<file path="config.mk">
export PLATFORM = sky130hd
export DESIGN_NAME = isfv_ctrl
export DESIGN_NICKNAME = d
export VERILOG_FILES = /design/src/rtl/isfv_pkg.sv /design/src/rtl/isfv_ext_pin.sv /design/src/rtl/isfv_ctrl.sv
export SDC_FILE = /design/constraint.sdc
export NUM_CORES = 1
export LEC_CHECK = 0
export BUFFER_PORTS_ARGS = -buffer_cell sky130_fd_sc_hd__buf_2
export CAP_MARGIN = 10
export CORE_ASPECT_RATIO = 0.9
export CORE_UTILIZATION = 49
export CTS_CLUSTER_SIZE = 14
export DETAILED_ROUTE_END_ITERATION = 8
export GPL_TIMING_DRIVEN = 0
export PLACE_DENSITY = 0.85
export REMOVE_ABC_BUFFERS = 1
export SETUP_SLACK_MARGIN = 0.3
export SLEW_MARGIN = 30
export SYNTH_ARGS = -nofsm -noshare
export SYNTH_HDL_FRONTEND = slang
export SYNTH_SLANG_ARGS = --single-unit
</file>
<file path="constraint.sdc">
create_clock -name core_clk -period 4.3 [get_ports core_clk]
set_clock_uncertainty 0.2 [all_clocks]
set_input_delay 0.215 -clock core_clk [delete_from_list [all_inputs] [get_ports core_clk]]
set_output_delay 0.215 -clock core_clk [all_outputs]
set_load 0.03 [all_outputs]
</file>
<file path="src/rtl/isfv_pkg.sv">
// Constants shared by the interrupt controller files
package isfv_pkg;
    localparam int NUM_SRC = 11;
    localparam int SRC_W   = 4;
    // Source index in fixed polling rank order, 0 is ranked highest
    localparam logic [3:0] SRC_EXT_A    = 4'h0;
    localparam logic [3:0] SRC_BROWNOUT = 4'h1;
    localparam logic [3:0] SRC_WATCHDOG = 4'h2;
    localparam logic [3:0] SRC_TIMER_A  = 4'h3;
    localparam logic [3:0] SRC_TWOWIRE  = 4'h4;
    localparam logic [3:0] SRC_EXT_B    = 4'h5;
    localparam logic [3:0] SRC_KEYPAD   = 4'h6;
    localparam logic [3:0] SRC_TIMER_B  = 4'h7;
    localparam logic [3:0] SRC_UART     = 4'h8;
    localparam logic [3:0] SRC_TIMER_C  = 4'h9;
    localparam logic [3:0] SRC_CAPTURE  = 4'ha;
    // Vector addresses
    localparam logic [15:0] VEC_EXT_A    = 16'h0003;
    localparam logic [15:0] VEC_TIMER_A  = 16'h000b;
    localparam logic [15:0] VEC_EXT_B    = 16'h0013;
    localparam logic [15:0] VEC_TIMER_B  = 16'h001b;
    localparam logic [15:0] VEC_UART     = 16'h0023;
    localparam logic [15:0] VEC_BROWNOUT = 16'h002b;
    localparam logic [15:0] VEC_TWOWIRE  = 16'h0033;
    localparam logic [15:0] VEC_KEYPAD   = 16'h003b;
    localparam logic [15:0] VEC_TIMER_C  = 16'h0043;
    localparam logic [15:0] VEC_WATCHDOG = 16'h0053;
    localparam logic [15:0] VEC_CAPTURE  = 16'h006b;
    // Register field positions
    localparam int WATCHDOG_CONTROL_REG_IRQ_BIT  = 3;
    localparam int EIE_WDOG_BIT   = 4;
    localparam int EIE_BROWN_BIT  = 6;
    localparam int AUX_BROWN_BIT  = 5;
    // Trigger type encoding
    localparam logic TRIG_LEVEL = 1'b0;
    localparam logic TRIG_EDGE  = 1'b1;
    localparam logic [7:0] TWOWIRE_IDLE_CODE = 8'hf8;
    localparam int KEY_W = 8;
endpackage : isfv_pkg

</file>
<file path="src/rtl/isfv_ext_pin.sv">
// One external interrupt pin: synchroniser, edge/level detect, request flag
`timescale 1ns/1ps
`default_nettype none
module isfv_ext_pin
    import isfv_pkg::*;
(
    // Clock and reset
    input  wire logic core_clk,
    input  wire logic srst,
    // Pin and machine-cycle enable
    input  wire logic pin_n,
    input  wire logic mc_en,
    input  wire logic trigger_type,
    // Flag control
    input  wire logic hw_clear,
    input  wire logic sw_clear,
    output logic      request_flag
);
    logic sync1;
    logic sync2;
    logic prev_sample;
    logic next_flag;
    logic next_prev;

    always_comb
    begin
        next_prev = prev_sample;
        next_flag = request_flag;
        if (mc_en)
            next_prev = sync2;
        if (trigger_type == TRIG_EDGE)
        begin
            if (hw_clear || sw_clear)
                next_flag = 1'b0;
            if (mc_en && prev_sample && !sync2)
                next_flag = 1'b1;
        end
        else
        begin
            // Level mode: flag follows the sampled pin, not hw cleared
            if (mc_en)
                next_flag = !sync2;
        end
    end

    always_ff @(posedge core_clk)
    begin
        if (srst)
        begin
            sync1        <= 1'b1;
            sync2        <= 1'b1;
            prev_sample  <= 1'b1;
            request_flag <= 1'b0;
        end
        else
        begin
            sync1        <= pin_n;
            sync2        <= sync1;
            prev_sample  <= next_prev;
            request_flag <= next_flag;
        end
    end

    chk_edge_sets: assert property (@(posedge core_clk) disable iff (srst)
        mc_en && trigger_type == TRIG_EDGE && prev_sample && !sync2
        |=> request_flag)
        else $error("edge not flagged");
    chk_level_hold: assert property (@(posedge core_clk) disable iff (srst)
        mc_en && trigger_type == TRIG_LEVEL && !sync2
        |=> request_flag)
        else $error("level request dropped");
endmodule : isfv_ext_pin
`default_nettype wire

</file>
<file path="src/rtl/isfv_ctrl.sv">
// Interrupt flag collection, enable gating, priority and vector select
`timescale 1ns/1ps
`default_nettype none
// How it works
// - Each external pin has a trigger bit: falling edge or low level.
// - Edge mode samples per machine cycle; high then low sets flag.
// - Edge-mode external flag clears when its routine is vectored.
// - Level mode keeps flag on vectoring; source holds pin low.
// - Level-mode pin still low after service raises another request.
// - Timer A/B overflow flags set, cleared by hardware on service.
// - Watchdog time-out sets control bit 3; enabled by ext bit 4.
// - Timer C flag set on overflow/match, never cleared by vectoring.
// - UART rx and tx flags share a vector; software clears both.
// - New two-wire state code sets flag; global and local enable gate.
// - Enabled keypad line press sets keypad flag; software clears.
// - Capture event sets capture flag; software clears only.
// - Brownout irq needs aux bit 5, ext bit 6 and global enable.
// - Fixed vector addresses per source.
// - Eleven sources with flag, enable, priority, vector; global enable.
// - Two priority bits give levels 0 (lowest) to 3 (highest).
// - Equal levels resolved by fixed polling rank.
// - Flags are held until cleared; only an untaken level-mode pin request is lost.
module isfv_ctrl
    import isfv_pkg::*;
#(
    parameter int MC_DIV = 4
)
(
    // Clock and reset
    input  wire logic                 core_clk,
    input  wire logic                 srst,
    // External pins and trigger types
    input  wire logic                 ext_irq_pin_a,
    input  wire logic                 ext_irq_pin_b,
    input  wire logic                 ext_a_trigger_type,
    input  wire logic                 ext_b_trigger_type,
    // Peripheral events, one-cycle pulses
    input  wire logic                 timer_a_ovf,
    input  wire logic                 timer_b_ovf,
    input  wire logic                 timer_c_event,
    input  wire logic                 watchdog_timeout,
    input  wire logic                 uart_rx_event,
    input  wire logic                 uart_tx_event,
    input  wire logic                 twowire_new_state,
    input  wire logic [KEY_W-1:0]     keypad_press,
    input  wire logic                 capture_event,
    input  wire logic                 brownout_event,
    // Software flag clears, one bit per flag
    input  wire logic                 clr_ext_a,
    input  wire logic                 clr_ext_b,
    input  wire logic                 clr_timer_a,
    input  wire logic                 clr_timer_b,
    input  wire logic                 clr_timer_c,
    input  wire logic                 clr_watchdog,
    input  wire logic                 clr_uart_rx,
    input  wire logic                 clr_uart_tx,
    input  wire logic                 clr_twowire,
    input  wire logic                 clr_keypad,
    input  wire logic                 clr_capture,
    input  wire logic                 clr_brownout,
    // Enables and priorities
    input  wire logic                 global_irq_enable,
    input  wire logic [NUM_SRC-1:0]   src_enable,
    input  wire logic [KEY_W-1:0]     keypad_enable,
    input  wire logic                 brownout_irq_select,
    input  wire logic [2*NUM_SRC-1:0] src_priority,
    // CPU side
    input  wire logic                 cpu_poll_ok,
    input  wire logic                 cpu_reti,
    output logic                      irq_take,
    output logic [15:0]               irq_vector,
    output logic [SRC_W-1:0]          irq_source,
    output logic [1:0]                irq_level,
    output logic                      mc_tick,
    // Flag status
    output logic                      ext_a_request_flag,
    output logic                      ext_b_request_flag,
    output logic                      timer_a_overflow_flag,
    output logic                      timer_b_overflow_flag,
    output logic                      timer_c_event_flag,
    output logic                      watchdog_irq_flag,
    output logic                      uart_rx_done_flag,
    output logic                      uart_tx_done_flag,
    output logic                      twowire_irq_flag,
    output logic                      keyboard_irq_flag,
    output logic                      capture_irq_flag,
    output logic                      brownout_flag
);
    initial
    begin
        if (MC_DIV < 1 || MC_DIV > 255)
            $error("MC_DIV out of range");
    end

    function automatic logic [15:0] vec_of(input logic [3:0] s);
        unique case (s)
            SRC_EXT_A:    vec_of = VEC_EXT_A;
            SRC_BROWNOUT: vec_of = VEC_BROWNOUT;
            SRC_WATCHDOG: vec_of = VEC_WATCHDOG;
            SRC_TIMER_A:  vec_of = VEC_TIMER_A;
            SRC_TWOWIRE:  vec_of = VEC_TWOWIRE;
            SRC_EXT_B:    vec_of = VEC_EXT_B;
            SRC_KEYPAD:   vec_of = VEC_KEYPAD;
            SRC_TIMER_B:  vec_of = VEC_TIMER_B;
            SRC_UART:     vec_of = VEC_UART;
            SRC_TIMER_C:  vec_of = VEC_TIMER_C;
            SRC_CAPTURE:  vec_of = VEC_CAPTURE;
            default:      vec_of = 16'h0000;
        endcase
    endfunction

    // Set wins over clear for every hardware-set flag
    function automatic logic upd(input logic f, input logic s,
                                 input logic c);
        upd = s | (f & ~c);
    endfunction

    // Machine-cycle enable divider
    logic [7:0] mc_cnt;
    logic [7:0] next_mc_cnt;
    logic       next_mc_tick;

    always_comb
    begin
        next_mc_tick = (mc_cnt == 8'(MC_DIV - 1));
        next_mc_cnt  = next_mc_tick ? 8'h00 : mc_cnt + 8'h01;
    end

    // Source flags
    logic ta_flag, tb_flag, tc_flag, wd_flag, rx_flag, tx_flag;
    logic tw_flag, kb_flag, cp_flag, bo_flag;
    logic n_ta, n_tb, n_tc, n_wd, n_rx, n_tx, n_tw, n_kb, n_cp, n_bo;
    logic ea_flag, eb_flag;
    logic hw_clr_a, hw_clr_b;
    logic next_take;
    logic [3:0] next_src;
    logic [1:0] next_lvl;
    logic [NUM_SRC-1:0] req;

    always_comb
    begin
        hw_clr_a = irq_take && irq_source == SRC_EXT_A;
        hw_clr_b = irq_take && irq_source == SRC_EXT_B;
        n_ta = upd(ta_flag, timer_a_ovf, clr_timer_a ||
                   (irq_take && irq_source == SRC_TIMER_A));
        n_tb = upd(tb_flag, timer_b_ovf, clr_timer_b ||
                   (irq_take && irq_source == SRC_TIMER_B));
        n_tc = upd(tc_flag, timer_c_event, clr_timer_c);
        n_wd = upd(wd_flag, watchdog_timeout, clr_watchdog);
        n_rx = upd(rx_flag, uart_rx_event, clr_uart_rx);
        n_tx = upd(tx_flag, uart_tx_event, clr_uart_tx);
        n_tw = upd(tw_flag, twowire_new_state, clr_twowire);
        n_kb = upd(kb_flag, |(keypad_press & keypad_enable),
                   clr_keypad);
        n_cp = upd(cp_flag, capture_event, clr_capture);
        n_bo = upd(bo_flag, brownout_event, clr_brownout);
    end

    isfv_ext_pin u_ext_a (
        .core_clk     (core_clk),
        .srst         (srst),
        .pin_n        (ext_irq_pin_a),
        .mc_en        (mc_tick),
        .trigger_type (ext_a_trigger_type),
        .hw_clear     (hw_clr_a),
        .sw_clear     (clr_ext_a),
        .request_flag (ea_flag)
    );

    isfv_ext_pin u_ext_b (
        .core_clk     (core_clk),
        .srst         (srst),
        .pin_n        (ext_irq_pin_b),
        .mc_en        (mc_tick),
        .trigger_type (ext_b_trigger_type),
        .hw_clear     (hw_clr_b),
        .sw_clear     (clr_ext_b),
        .request_flag (eb_flag)
    );

    // Nesting: stack of in-service levels, one bit per level
    logic [3:0] in_service;
    logic [3:0] next_in_service;

    always_comb
    begin
        req = '0;
        req[SRC_EXT_A]    = ea_flag;
        req[SRC_BROWNOUT] = bo_flag && brownout_irq_select;
        req[SRC_WATCHDOG] = wd_flag;
        req[SRC_TIMER_A]  = ta_flag;
        req[SRC_TWOWIRE]  = tw_flag;
        req[SRC_EXT_B]    = eb_flag;
        req[SRC_KEYPAD]   = kb_flag;
        req[SRC_TIMER_B]  = tb_flag;
        req[SRC_UART]     = rx_flag || tx_flag;
        req[SRC_TIMER_C]  = tc_flag;
        req[SRC_CAPTURE]  = cp_flag;
        req = req & src_enable & {NUM_SRC{global_irq_enable}};
        next_take = 1'b0;
        next_src  = 4'h0;
        next_lvl  = 2'b00;
        // Highest level first, then lowest index within a level
        for (int l = 3; l >= 0; l--)
        begin
            for (int i = NUM_SRC - 1; i >= 0; i--)
            begin
                if (req[i] && src_priority[2*i +: 2] == 2'(l)
                    && !next_take_lvl_found(next_take, next_lvl, 2'(l)))
                begin
                    next_src = 4'(i);
                    next_lvl = 2'(l);
                end
            end
            if (|next_src_hit(req, src_priority, 2'(l)) && !next_take)
                next_take = 1'b1;
        end
        // Only on a poll slot, and only above every level in service
        if (!(mc_tick && cpu_poll_ok) ||
            (|(in_service >> next_lvl)))
            next_take = 1'b0;
        next_in_service = in_service;
        if (cpu_reti)
            for (int l = 3; l >= 0; l--)
                if (next_in_service[l] && in_service == next_in_service)
                    next_in_service[l] = 1'b0;
        if (next_take)
            next_in_service[next_lvl] = 1'b1;
    end

    function automatic logic next_take_lvl_found(input logic t,
        input logic [1:0] cur, input logic [1:0] l);
        next_take_lvl_found = t && cur != l;
    endfunction

    function automatic logic [NUM_SRC-1:0] next_src_hit(
        input logic [NUM_SRC-1:0] r, input logic [2*NUM_SRC-1:0] p,
        input logic [1:0] l);
        for (int i = 0; i < NUM_SRC; i++)
            next_src_hit[i] = r[i] && p[2*i +: 2] == l;
    endfunction

    always_ff @(posedge core_clk)
    begin
        if (srst)
        begin
            mc_cnt <= 8'h00;
            mc_tick <= 1'b0;
            {ta_flag, tb_flag, tc_flag, wd_flag, rx_flag} <= '0;
            {tx_flag, tw_flag, kb_flag, cp_flag, bo_flag} <= '0;
            in_service <= 4'h0;
            irq_take   <= 1'b0;
            irq_source <= 4'h0;
            irq_level  <= 2'b00;
            irq_vector <= 16'h0000;
        end
        else
        begin
            mc_cnt  <= next_mc_cnt;
            mc_tick <= next_mc_tick;
            {ta_flag, tb_flag, tc_flag, wd_flag, rx_flag} <=
                {n_ta, n_tb, n_tc, n_wd, n_rx};
            {tx_flag, tw_flag, kb_flag, cp_flag, bo_flag} <=
                {n_tx, n_tw, n_kb, n_cp, n_bo};
            in_service <= next_in_service;
            irq_take   <= next_take;
            if (next_take)
            begin
                irq_source <= next_src;
                irq_level  <= next_lvl;
                irq_vector <= vec_of(next_src);
            end
        end
    end

    // Flag outputs straight from flip-flops
    always_comb
    begin
        ext_a_request_flag    = ea_flag;
        ext_b_request_flag    = eb_flag;
        timer_a_overflow_flag = ta_flag;
        timer_b_overflow_flag = tb_flag;
        timer_c_event_flag    = tc_flag;
        watchdog_irq_flag     = wd_flag;
        uart_rx_done_flag     = rx_flag;
        uart_tx_done_flag     = tx_flag;
        twowire_irq_flag      = tw_flag;
        keyboard_irq_flag     = kb_flag;
        capture_irq_flag      = cp_flag;
        brownout_flag         = bo_flag;
    end

    chk_timer_hwclr: assert property (@(posedge core_clk) disable iff (srst)
        irq_take && irq_source == SRC_TIMER_A && !timer_a_ovf
        |=> !timer_a_overflow_flag)
        else $error("timer flag not cleared on service");
    chk_timer_c_kept: assert property (@(posedge core_clk) disable iff (srst)
        timer_c_event_flag && !clr_timer_c |=> timer_c_event_flag)
        else $error("timer c flag lost");
    chk_uart_kept: assert property (@(posedge core_clk) disable iff (srst)
        uart_rx_done_flag && !clr_uart_rx |=> uart_rx_done_flag)
        else $error("uart flag lost");
    chk_set_wins: assert property (@(posedge core_clk) disable iff (srst)
        capture_event |=> capture_irq_flag)
        else $error("capture event lost");
    chk_gate_global: assert property (@(posedge core_clk) disable iff (srst)
        !global_irq_enable |=> !irq_take)
        else $error("take while globally disabled");
    chk_take_on_tick: assert property (@(posedge core_clk) disable iff (srst)
        irq_take |-> $past(mc_tick))
        else $error("take off a poll slot");
    chk_vector_map: assert property (@(posedge core_clk) disable iff (srst)
        irq_take && irq_source == SRC_CAPTURE
        |-> irq_vector == 16'h006b)
        else $error("wrong vector");
    chk_brown_gate: assert property (@(posedge core_clk) disable iff (srst)
        irq_take && irq_source == SRC_BROWNOUT
        |-> $past(brownout_irq_select))
        else $error("brownout taken without select");
    chk_keypad_set: assert property (@(posedge core_clk) disable iff (srst)
        |(keypad_press & keypad_enable) |=> keyboard_irq_flag)
        else $error("keypad press lost");
    chk_twowire_set: assert property (@(posedge core_clk) disable iff (srst)
        twowire_new_state |=> twowire_irq_flag)
        else $error("two-wire flag not set");
    chk_wdog_set: assert property (@(posedge core_clk) disable iff (srst)
        watchdog_timeout |=> watchdog_irq_flag)
        else $error("watchdog flag not set");

    cov_take: cover property (@(posedge core_clk) irq_take);
    cov_nest: cover property (@(posedge core_clk)
        irq_take ##[1:50] irq_take && irq_level == 2'b11);
    cov_ext_edge: cover property (@(posedge core_clk)
        irq_take && irq_source == SRC_EXT_A);
    cov_uart: cover property (@(posedge core_clk)
        irq_take && irq_source == SRC_UART);
endmodule : isfv_ctrl
`default_nettype wire

</file>
# --- Word level (Yosys, flattened, before mapping) ---
# Memories as Yosys holds them, arrays and structs flattened. A register that Yosys moved wholly into a read port is not among the register bits.
# Index checks and enable logic that the tools add are counted.
# W data, S select, Z words.
classes:
  bitwise_logic: 34
  order_cmp: 2
  n_reduce_logical: 206
  shift: 1
  eq_ne: 64
  n_addsub: 1
  mux: 111
ops:
  columns: ["cell", "count"]
  rows:
  - ["$mux W4", 46]
  - ["$logic_and A1 B1 Y1", 127]
  - ["$mux W2", 44]
  - ["$eq A2 B2 Y1 const B", 22]
  - ["$reduce_or A11 Y1", 4]
  - ["$logic_not A1 Y1", 39]
  - ["$reduce_bool A2 Y1", 13]
  - ["$and A11 B11 Y11", 2]
  - ["$eq A2 B1 Y1 const B", 11]
  - ["$logic_not A2 Y1", 11]
  - ["$ne A2 B1 Y1 const B", 11]
  - ["$ne A2 B2 Y1 const B", 11]
  - ["$mux W1", 20]
  - ["$and A1 B1 Y1", 10]
  - ["$not A1 Y1", 10]
  - ["$or A1 B1 Y1", 10]
  - ["$add A8 B1 Y8 const B", 1]
  - ["$and A8 B8 Y8", 1]
  - ["$eq A4 B3 Y1 const B", 2]
  - ["$eq A8 B2 Y1 const B", 1]
  - ["$reduce_or A8 Y1", 1]
  - ["$logic_or A1 B1 Y1", 6]
  - ["$ne A3 B1 Y1 const B", 2]
  - ["$eq A4 B2 Y1 const B", 1]
  - ["12 further kinds", 13]
totals:
  inputBits: 80
  mem_bits_ro: 96
  elab_cells: 445
  memories: 1
  regBits: 54
  out_inout_bits: 36
memory_table:
  columns: ["name", "depth", "width", "rd", "rd_clocked_by_memory_dff", "write_ports", "line_no", "rtl"]
  rows:
  - ["(no name shown)", 16, 6, 1, 1, 0, "isfv_ctrl.sv:96", "unique case (s)"]

# --- Longest topological paths before layout ---
# Gate-level depths: netlist of run 1.
logic_depth:
  depth_word: 186
  mapped_depth: 17
  mapped_depth_nobuf: 13

# --- Modules after synthesis ---
# From an unflattened synthesis of run 1, not the netlist that was laid out.
hier_totals:
  cells_unflattened: 405
  hier_area_um2: 3235.6
modules_own_cells:
  columns: ["module", "seq_area_each_um2", "cells_each", "area_per_inst_um2", "n_inst"]
  rows:
  - ["isfv_ctrl", 700.7, 375, 2942.8, 1]
  - ["isfv_ext_pin", 80.1, 15, 146.4, 2]

# --- Worst setup path after synthesis of run 1 ---
# OpenSTA, ideal clock, no wires.
synth_path:
  path_kind: "register to register"
  start: "register wd_flag (netlist: watchdog_irq_flag)"
  end: "register irq_vector[3]"
  n_path_buf: 1
  path_slack_ns: 0.999
  setup_ns: 0.128
  synth_period_minus_slack_ns: 3.301
  path_stages_with_launch: 15
  t_required_ns: 3.972
  arrival_time_ns: 2.973
  path_cell_list: "dfxtp_1 > nand3_1 > o22ai_1 > or4_4 > or3_1 > buf_2 > a31o_1 > a22oi_1 > a2bb2oi_1 > o22ai_1 > ha_1 > inv_1 > nor2_1 > mux2i_1 > o22ai_1"
synth_via:
  elab_chain_cells: 175
  elab_cells_between_ends: 228
  classes_between: "eq/ne: 22; shift: 1; mux: 77; bitwise: 2; reduce/logical: 126"
synth_lines:
  columns: ["element", "line_no", "rtl"]
  rows:
  - ["start: declaration", "isfv_ctrl.sv:130", "logic ta_flag, tb_flag, tc_flag, wd_flag, rx_flag, tx_flag;"]
  - ["start signal: assignment", "isfv_ctrl.sv:261", "{ta_flag, tb_flag, tc_flag, wd_flag, rx_flag} <="]
  - ["$and A11 B11 Y11 (*) (2 in series)", "isfv_ctrl.sv:199", "req = req & src_enable & {NUM_SRC{global_irq_enable}};"]
  - ["$logic_and A1 B1 Y1", "isfv_ctrl.sv:208, isfv_ctrl.sv:240", null]
  - ["$mux W2 (3 in series)", "isfv_ctrl.sv:208", "if (req[i] && src_priority[2*i +: 2] == 2'(l)"]
  - ["$ne A2 B2 Y1", "isfv_ctrl.sv:233", "next_take_lvl_found = t && cur != l;"]
  - ["$logic_and A1 B1 Y1", "isfv_ctrl.sv:233", null]
  - ["$logic_not A1 Y1", "isfv_ctrl.sv:209", "&& !next_take_lvl_found(next_take, next_lvl, 2'(l)))"]
  - ["$logic_and A1 B1 Y1", "isfv_ctrl.sv:209", null]
  - ["$mux W2", "isfv_ctrl.sv:208", null]
  - ["(+156 left out)", null, null]
  - ["$logic_and A1 B1 Y1", "isfv_ctrl.sv:233", null]
  - ["$logic_not A1 Y1", "isfv_ctrl.sv:209", null]
  - ["$logic_and A1 B1 Y1", "isfv_ctrl.sv:209", null]
  - ["$mux W2", "isfv_ctrl.sv:208", null]
  - ["$shr A4 B2 Y4", "isfv_ctrl.sv:220", "(|(in_service >> next_lvl)))"]
  - ["$reduce_or A4 Y1", "isfv_ctrl.sv:220", null]
  - ["$logic_or A1 B1 Y1", "isfv_ctrl.sv:219", "if (!(mc_tick && cpu_poll_ok) ||"]
  - ["$mux W1", "isfv_ctrl.sv:219", null]
  - ["end: declaration", "isfv_ctrl.sv:71", "output logic [15:0] irq_vector,"]
# Mark *: on every way between the ends. The rest lies on a longest branch, timed or not.
# A chain may end at the register's enable or synchronous reset.

# --- Worst setup path after layout of run 1 ---
layout_path:
  start: "register bo_flag (netlist: brownout_flag)"
  end: "register irq_vector[3]"
layout_via:
  elab_chain_cells: 175
  elab_cells_between_ends: 227
  classes_between: "eq/ne: 22; shift: 1; mux: 75; bitwise: 2; reduce/logical: 127"
layout_lines:
  columns: ["element", "line_no", "rtl"]
  rows:
  - ["start: declaration", "isfv_ctrl.sv:131", "logic tw_flag, kb_flag, cp_flag, bo_flag;"]
  - ["start signal: assignment", "isfv_ctrl.sv:263", "{tx_flag, tw_flag, kb_flag, cp_flag, bo_flag} <="]
  - ["$logic_and A1 B1 Y1 (*)", "isfv_ctrl.sv:189", "req[SRC_BROWNOUT] = bo_flag && brownout_irq_select;"]
  - ["$and A11 B11 Y11 (*) (2 in series)", "isfv_ctrl.sv:199", null]
  - ["$logic_and A1 B1 Y1", "isfv_ctrl.sv:208, isfv_ctrl.sv:240", null]
  - ["$mux W2 (2 in series)", "isfv_ctrl.sv:208", null]
  - ["$ne A2 B2 Y1", "isfv_ctrl.sv:233", null]
  - ["$logic_and A1 B1 Y1", "isfv_ctrl.sv:233", null]
  - ["$logic_not A1 Y1", "isfv_ctrl.sv:209", null]
  - ["$logic_and A1 B1 Y1", "isfv_ctrl.sv:209", null]
  - ["(+157 left out)", null, null]
  - ["$logic_and A1 B1 Y1", "isfv_ctrl.sv:233", null]
  - ["$logic_not A1 Y1", "isfv_ctrl.sv:209", null]
  - ["$logic_and A1 B1 Y1", "isfv_ctrl.sv:209", null]
  - ["$mux W2", "isfv_ctrl.sv:208", null]
  - ["$shr A4 B2 Y4", "isfv_ctrl.sv:220", null]
  - ["$reduce_or A4 Y1", "isfv_ctrl.sv:220", null]
  - ["$logic_or A1 B1 Y1", "isfv_ctrl.sv:219", null]
  - ["$mux W1", "isfv_ctrl.sv:219", null]
# Marked as above.

==> impl_metrics.ini, run 1 <==
[critical_path]
cp-end-kind = register
arrival_ps = 3750
cp_top_family = compound AO/OA/AOI/OAI gates
critPathSlowestCell = or3_1
crit_path_start_kind = register
worstPathRequired_ps = 4270
crit_path_frequent_cell = o22ai_1
worstPathMaxFanout = 9
path_cells = and4_1, a32oi_2, nand4_2, or3_1, a31o_1, a22oi_1, a2bb2oi_1, o22ai_1, ha_1, inv_1, nor2_1, mux2i_1, o22ai_1
cp_num_buf_inv = 1
critPathMaxStageDelay_ps = 600
critical_path_class = register to register

[floorplanning]
start_util = 0.5246
dieHeight_um = 77.11
pin_count = 116
fp.dieArea_um2 = 6590
core-area_um2 = 5856
die_x_um = 85.46
row_count = 26

[synthesis]
synth_area_leaders = dfxtp_1 28%, nor2_1 7.2%, o21ai_0 3.3%, inv_1 3.2%, a21oi_1 2.9%
ys_warn_count = 0
synthSimpleGateAreaFrac = 0.2896
syn_inst = 399
muxShareOfSynthArea = 0.01303
yosysSeqAreaShare = 0.2802
synth_flop_cell = dfxtp_1
yosys.area.top_type_share = 0.2802
synthDistinctLibCells = 73
avgSynthCellArea_um2 = 7.698
yosys.area.top_type = dfxtp_1
ys_ff_latch = 43
syn-cell-area_um2 = 3072
synth-compound-area-share = 0.2929
synthArstFlopShare = 0
synthXorXnorAreaFrac = 0.01711
synth_enable_flop_cells = 0
synth_top_family_by_area = compound AO/OA/AOI/OAI gates
synth-adder-area-share = 0.02037

[timing]
fmax_ghz = 0.2647
final.setup.tns_ps = 0
hold_violations = 0
setup_slack_ps = 521.6
rsz0062_at_grt = no
drv_slew = 0
min_period_ps = 3778
finalCritPeriodShare = 0.8787
setup_viol = 0
relSlewSlack = 0.3572
worst_slew_pin_slew_ps = 964.2

[power]
p_total_w = 0.0009423
ir_drop_mv = 0.2267
power_density_nw_per_um2 = 246.0
p_leak_nw = 1.744

[clocking]
clockBufferDepth = 2
clkTransAtPathRegs_ps = 100
numCtsBuffers = 5
clock_latency_ps = 300
clock-sinks = 43
cts-root-buf = clkbuf_8
cts.htree.levels = 2
cts_tree = built

[global_route]
overflow = 0
grt_usage = 0.2769
grt_pass1_wl_mm = 14.67
grt_pass1_vias = 3140
antenna_found_initial = 0
grt_max_degree = 30

[routing]
drtAntennaViolNets = 0
first_pass_iters = 5
vias_per_cell = 6.005
drt_wl_total_mm = 9.039
vias = 3507
drc = 0
dr.first_iter.drc_count = 325
wl_per_cell_um = 15.48

[worst_hold_path]
hold_path.class = input port to register

[layout]
final_common_cell = buf_2
layout-drive-gt1-share = 0.2665
antenna_cells = 0
nets = 598
mostFrequentLayoutCells = 105 x buf_2, 58 x nor2_1, 43 x dfxtp_1
fillers = 525
area_delta_synth_final_pct = 24.72

[place]
pre_cts_slack_ps = 133.4
gp_congestion = 0.9283
io_buffers = 105
dp_hpwl_mm = 6.690

[flow_run]
max-cap-violations = 0

[status]
status = completed
final timing paths:
kind                  from                end  slack, ps  cells after the start
max          brownout_flag      irq_vector[3]        520                     13
min           clr_watchdog  watchdog_irq_flag          1                      4
max reg2reg  brownout_flag      irq_vector[3]        520                     13
min reg2reg  u_ext_a.sync1      u_ext_a.sync2        220                      1
worst min-delay path, cell delays in order:
cell	delay, ps
buf_2	90
inv_1	40
a21oi_1	50
nor2_1	70
cell type report:
cell class                 count  area [um2]  area share
tap                           70       87.58     0.02286
inverter                      28       105.1     0.02743
sequential                    43       860.8      0.2247
clock inverter                 3       23.77    0.006205
timing repair buffer         122       695.7      0.1816
clock buffer                   5       68.82     0.01796
multi-input combinational    313        1989      0.5193
flip-flops by register name, summed over array words and instances (netlist names), 2 cells and up:
name	cells
irq_source	4
irq_level	2
mc_cnt	8
irq_vector	5
in_service	4
synth_stat cells (all sizes together), types with 5 or more instances:
master   instances
inv             27
nand2           23
nor2            59
o22ai           12
a31oi            5
a32oi            7
and3             5
and2             6
ha               5
nand2b           7
or2              9
a21oi           19
a2bb2oi          5
nand4           11
a211oi           6
buf             19
nor3             6
o211ai           7
o21ai           21
dfxtp           43
nand3            8
and4b            5
clkbuf           5
nor2b            7
where the power goes:
group	switching, W	internal, W
Sequential	0.0000114	0.000411
Clock	0.000157	0.000116
Combinational	0.000149	0.0000978
Total	0.000317	0.000625
metal layers:
layer / wire length [um] / vias to the layer above / global-route usage / part of all wire
li1: - / 1699 / - / -
met1: 4001 / 1612 / 0.3724 / 0.44
met2: 4110 / 184 / 0.4552 / 0.45
met3: 831 / 12 / 0.05490 / 0.092
met4: 96 / 0 / 0.06333 / 0.011
met5: 0 / - / 0 / 0
metrics by stage:
step	hold slack, ps	cell area [um2]	std cells	utilization
floorplan	84.07	2948	384	-
global placement	192.6	3561	559	0.6081
detailed placement	198.5	3561	559	0.6081
CTS	1.690	3824	584	0.6530
global route	16.63	3831	584	0.6543
finish	1.347	3831	584	0.6543
what timing repair did:
| action | in CTS | in global routing |
|---|---|---|
| hold buffers | 17 | 0 |
| buffers inserted | 0 | 0 |
| endpoints found under the setup margin | 0 | 5 |
| resized for setup | 0 | 2 |
| hold endpoints to repair | 12 | 0 |
kinds of logic (layout without fill, tap and decap cells):
kind of cell               Yosys count  count (layout)
adders and majority gates            5               5
muxes                                4               4
other                                1              10
and+or+nand+nor                    165             165
AOI/OAI and AO/OA                  123             123
DFF                                 43              43
buffers and inverters               52             158
xor gates and xnor gates             6               6
(Power assumes the default switching activity.)
==> run 2, diff against run 1 <==
CORE_UTILIZATION = 47   (was 49)
PLACE_DENSITY = 0.82   (was 0.85)
==> run 2 against run 1 <==
  * The flow now finishes with violations (negative hold slack)
  * Combinational power fell by 2%
  * Flip-flop and latch count stayed put
  * Largest cell class unchanged
  * Cell count grew 2.1%
  * Die area increased by 4.2%
  * Largest power group unchanged
  * Sequential power barely moved
  * Global-route usage shrank 1.3 points
==> impl_metrics.ini, run 2 (same netlist as run 1, synthesis figures left out) <==
[critical_path]
critical_path_class = register to register
startpoint = brownout_flag
cp-end-kind = register
worstPathRequired_ps = 4260
timing.critical_path.to = irq_vector[5]
rr_endpoint = irq_vector[5]
worstPathMaxFanout = 9
r2r_setup_slack_ps = 580
crit_path_start_kind = register
arrival_ps = 3680
reg2reg_depth = 13
timing.rr.start = brownout_flag

[routing]
drtAntennaViolNets = 0
wl_per_cell_um = 14.98
vias_per_cell = 5.745
drc = 0
drt_wl_total_mm = 8.929
first_pass_iters = 5
dr.first_iter.drc_count = 230
vias = 3424

[layout]
final_common_cell = buf_2
largest-register = mc_cnt
top_regs = mc_cnt: 8 flops, irq_vector: 5 flops
nets = 593
finalNonFillerCells = 596
largest_reg_flops = 8
area_delta_synth_final_pct = 24.28
mostFrequentLayoutCells = 105 x buf_2, 58 x nor2_1, 43 x dfxtp_1
layout-drive-gt1-share = 0.2711
antenna_cells = 0
final_util = 0.6141

[floorplanning]
pin_count = 116
start_util = 0.4942
fp.dieArea_um2 = 6863
die_x_um = 87.22
row_count = 27
core-area_um2 = 6216
dieHeight_um = 78.70

[place]
dp_hpwl_mm = 6.901
io_buffers = 105
place_inst = 576
gp_congestion = 0.9714

[clocking]
clockBufferDepth = 2
clock_latency_ps = 300
cts-root-buf = clkbuf_8
cts.htree.levels = 2
numCtsBuffers = 5
clock-sinks = 43
post_cts.repair.setup_buffers = 0
clkTransAtPathRegs_ps = 100
cts_tree = built

[timing]
whs_ps = -4.045
setup_viol = 0
min_period_ps = 3721
worst_slew_pin_slew_ps = 829.2
rsz0062_at_grt = no
final.setup.tns_ps = 0
drv_slew = 0
finalCritPeriodShare = 0.8654
hold_violations = 1
relSlewSlack = 0.4329
fmax_ghz = 0.2687

[global_route]
grt_usage = 0.2643
grt_pass1_vias = 3169
grt_max_degree = 30
overflow = 0
antenna_found_initial = 0
grt_pass1_wl_mm = 14.49

[flow_run]
max-cap-violations = 0

[status]
violations = negative hold slack
status = finished, violations left

[power]
power_frac_clock = 0.294
p_leak_nw = 1.725
netSwitchingFraction = 0.3388
p_comb_frac = 0.257
power_density_nw_per_um2 = 246.5
p_sw_w = 0.0003189
ir_drop_mv = 0.1642
intPower_w = 0.0006221
power_frac_seq = 0.449

[worst_hold_path]
hold_path.class = input port to register
==> run 2: power by group through the flow <==
| stage | Clock [W] | Combinational [W] | Sequential [W] |
|---|---|---|---|
| floorplan | 0 | 0.000123 | 0.000445 |
| detailed placement | 0 | 0.000227 | 0.000431 |
| global placement | 0 | 0.000222 | 0.000431 |
| CTS | 0.000279 | 0.000237 | 0.000422 |
| finish | 0.000277 | 0.000242 | 0.000422 |
| global route | 0.000297 | 0.000266 | 0.000425 |
==> run 2: area by class of cell <==
cell class                 count  area, um2
clock buffer                   5      68.82
clock inverter                 3      23.77
fill                         574       2399
inverter                      28      105.1
multi-input combinational    313       2004
sequential                    43      860.8
tap                           87      108.9
timing repair buffer         117      645.6
==> run 2: critical path: stages (launching register included) <==
cell,delay [ps]
dfxtp_1,350
and4_1,250
a32oi_2,360
nand4_2,270
or3_1,580
a21oi_1,220
a221oi_1,110
a2bb2oi_1,200
o22ai_1,340
inv_1,130
ha_1,220
o21ai_0,160
a21o_1,110
a31oi_1,70
==> run 2: worst min path at each step <==
stage | startpoint | to | slack (ps) | depth (start not counted)
after floorplan | srst | in_service[0] | 80 | 1
after global placement | u_ext_b.sync1 | u_ext_b.sync2 | 190 | 1
after detailed placement | u_ext_b.sync1 | u_ext_b.sync2 | 200 | 1
after CTS | clr_capture | capture_irq_flag | 4 | 4
after global routing | clr_watchdog | watchdog_irq_flag | 10 | 4
final | clr_capture | capture_irq_flag | -4 | 4
==> run 2: per-layer routing <==
layer | track usage | vias up | wire (um)
li1 | - | 1680 | -
met5 | 0 | - | 0
met3 | 0.06341 | 10 | 825
met4 | 0.06557 | 0 | 101
met1 | 0.3613 | 1549 | 4023
met2 | 0.4189 | 185 | 3978
==> run 2: stage by stage <==
| stage | total power (W) | hold WS [ps] | area (um2) | worst slack, ps |
|---|---|---|---|---|
| final | 0.0009410 | -4.045 | 3817 | 578.7 |
| after global routing | 0.0009880 | 13.28 | 3817 | 341.6 |
| after CTS | 0.0009381 | 4.270 | 3795 | 359.6 |
| after detailed placement | 0.0006583 | 197.1 | 3582 | 153.9 |
| after global placement | 0.0006527 | 191.9 | 3582 | 188.5 |
| after floorplan | 0.0005684 | 84.07 | 2948 | 960.3 |
==> run 2: what timing repair did <==
action                                 4_1_cts  5_1_grt
setup endpoints to repair                    0        5
resized for setup                            0        3
hold buffers                                12        0
endpoints found under the hold margin       11        0
==> run 3, diff against run 2 <==
HOLD_SLACK_MARGIN = 0.1   (was unset)
==> run 3 against run 2 <==
  * Global-route usage rose by 1.3 points
  * Clock-buffer cell count did not move
  * Maximum frequency fell by 0.87%
  * Largest cell class unchanged
  * Register-to-register slack got worse by 30 ps
  * Worst hold slack improved by 200 ps
  * Via count rose by 3.7%
  * Critical path type unchanged
  * Highest routed layer unchanged
  * Worst setup slack got worse by 33 ps
  * First-iteration DRC count rose by 5.7%
  * Critical path depth did not move
  * The run now ends clean
==> impl_metrics.ini, run 3 (same netlist as run 1, synthesis figures left out) <==
[routing]
drc = 0
drt_wl_total_mm = 9.411
wl_per_cell_um = 15.35
first_pass_iters = 5
vias = 3550
dr.first_iter.drc_count = 243
vias_per_cell = 5.791
drtAntennaViolNets = 0

[clocking]
clock_latency_ps = 300
clockBufferDepth = 2
cts-root-buf = clkbuf_8
clock-sinks = 43
numCtsBuffers = 5
clkTransAtPathRegs_ps = 90
cts_tree = built
cts.htree.levels = 2

[global_route]
overflow = 0
grt_max_degree = 30
antenna_found_initial = 0
grt_pass1_wl_mm = 15.15
grt_usage = 0.2776
grt_pass1_vias = 3298

[floorplanning]
fp.dieArea_um2 = 6863
die_x_um = 87.22
core-area_um2 = 6216
row_count = 27
start_util = 0.4942
pin_count = 116
dieHeight_um = 78.70

[place]
gp_congestion = 0.9714
placed_cell_area_um2 = 3582
place_inst = 576
dp_hpwl_mm = 6.901
io_buffers = 105

[power]
ir_drop_mv = 0.1988
p_leak_nw = 1.798
power_density_nw_per_um2 = 239.8

[critical_path]
rr_endpoint = irq_vector[3]
critical_path_class = register to register
timing.critical_path.to = irq_vector[3]
arrival_ps = 3720
r2r_setup_slack_ps = 550
worstPathMaxFanout = 9
cp-end-kind = register
timing.rr.start = brownout_flag
crit_path_start_kind = register
startpoint = brownout_flag
worstPathRequired_ps = 4270
reg2reg_depth = 13

[layout]
finalNonFillerCells = 613
area_delta_synth_final_pct = 29.82
final_common_cell = buf_2
final_area_um2 = 3988
mostFrequentLayoutCells = 105 x buf_2, 58 x nor2_1, 43 x dfxtp_1
nets = 610
final_util = 0.6415
largest_reg_flops = 8
largest-register = mc_cnt
antenna_cells = 0
top_regs = mc_cnt: 8 flops, irq_vector: 5 flops
layout-drive-gt1-share = 0.2624

[status]
status = completed

[timing]
drv_slew = 0
fmax_ghz = 0.2664
min_period_ps = 3754
final.setup.tns_ps = 0
setup_viol = 0
rsz0062_at_grt = no
worst_slew_pin_slew_ps = 831.2
finalCritPeriodShare = 0.8730
hold_violations = 0
relSlewSlack = 0.4315

[worst_hold_path]
hold_path.class = input port to register

[flow_run]
max-cap-violations = 0
run 3: cell count changes in the layout (fill, tap and decap cells not counted):
cell           previous run  this run
dlygate4sd3_1            12        29
run 3: critical path: stages (launching register included):
cell and delay, ps:
dfxtp_1 360, and4_1 260, a32oi_2 360, nand4_2 260, or3_1 590, a31o_1 250
a22oi_1 240, a2bb2oi_1 250, o22ai_1 200, ha_1 270, inv_1 70, nor2_1 40
mux2i_1 160, o22ai_1 100
run 3: how the worst min path moves through the flow:
stage                              from            end  slack (ps)  cells after the start
after CTS                          srst        mc_tick         190                      2
after global placement    u_ext_b.sync1  u_ext_b.sync2         190                      1
after floorplan                    srst  in_service[0]          80                      1
after detailed placement  u_ext_b.sync1  u_ext_b.sync2         200                      1
final                              srst  in_service[2]         190                      2
after global routing               srst  in_service[2]         210                      2
run 3: layer usage:
layer  up-vias  track usage  part of all wire
li1       1719            -                 -
met1      1633       0.3656              0.44
met2       179       0.4575              0.46
met3        19      0.06549             0.079
met4         0      0.06885             0.018
met5         -            0                 0
run 3: report_power, final:
| part | total, W | internal [W] | switching (W) |
|---|---|---|---|
| Clock | 0.000276 | 0.000116 | 0.000159 |
| Sequential | 0.000423 | 0.000411 | 0.0000115 |
| Combinational | 0.000258 | 0.000106 | 0.000152 |
run 3: area by class of cell:
class / count / area [um2]
sequential: 43 / 860.8
clock buffer: 5 / 68.82
clock inverter: 3 / 23.77
fill: 551 / 2228
tap: 87 / 108.9
inverter: 28 / 105.1
multi-input combinational: 313 / 2004
timing repair buffer: 134 / 815.8
run 3: timing repair:
item / in CTS / in global routing
endpoints found under the setup margin: 0 / 5
setup buffers: 0 / 0
hold buffers: 29 / 0
resized for setup: 0 / 3
hold endpoints to repair: 16 / 0
run 3: per-stage QoR:
step	power, W	worst slack, ps	hold slack, ps
6_report	0.0009562	546.0	192.8
3_5_place_dp	0.0006583	153.9	197.1
2_1_floorplan	0.0005684	960.3	84.07
3_3_place_gp	0.0006527	188.5	191.9
5_1_grt	0.001003	332.4	210.1
4_1_cts	0.0009509	359.6	191.7
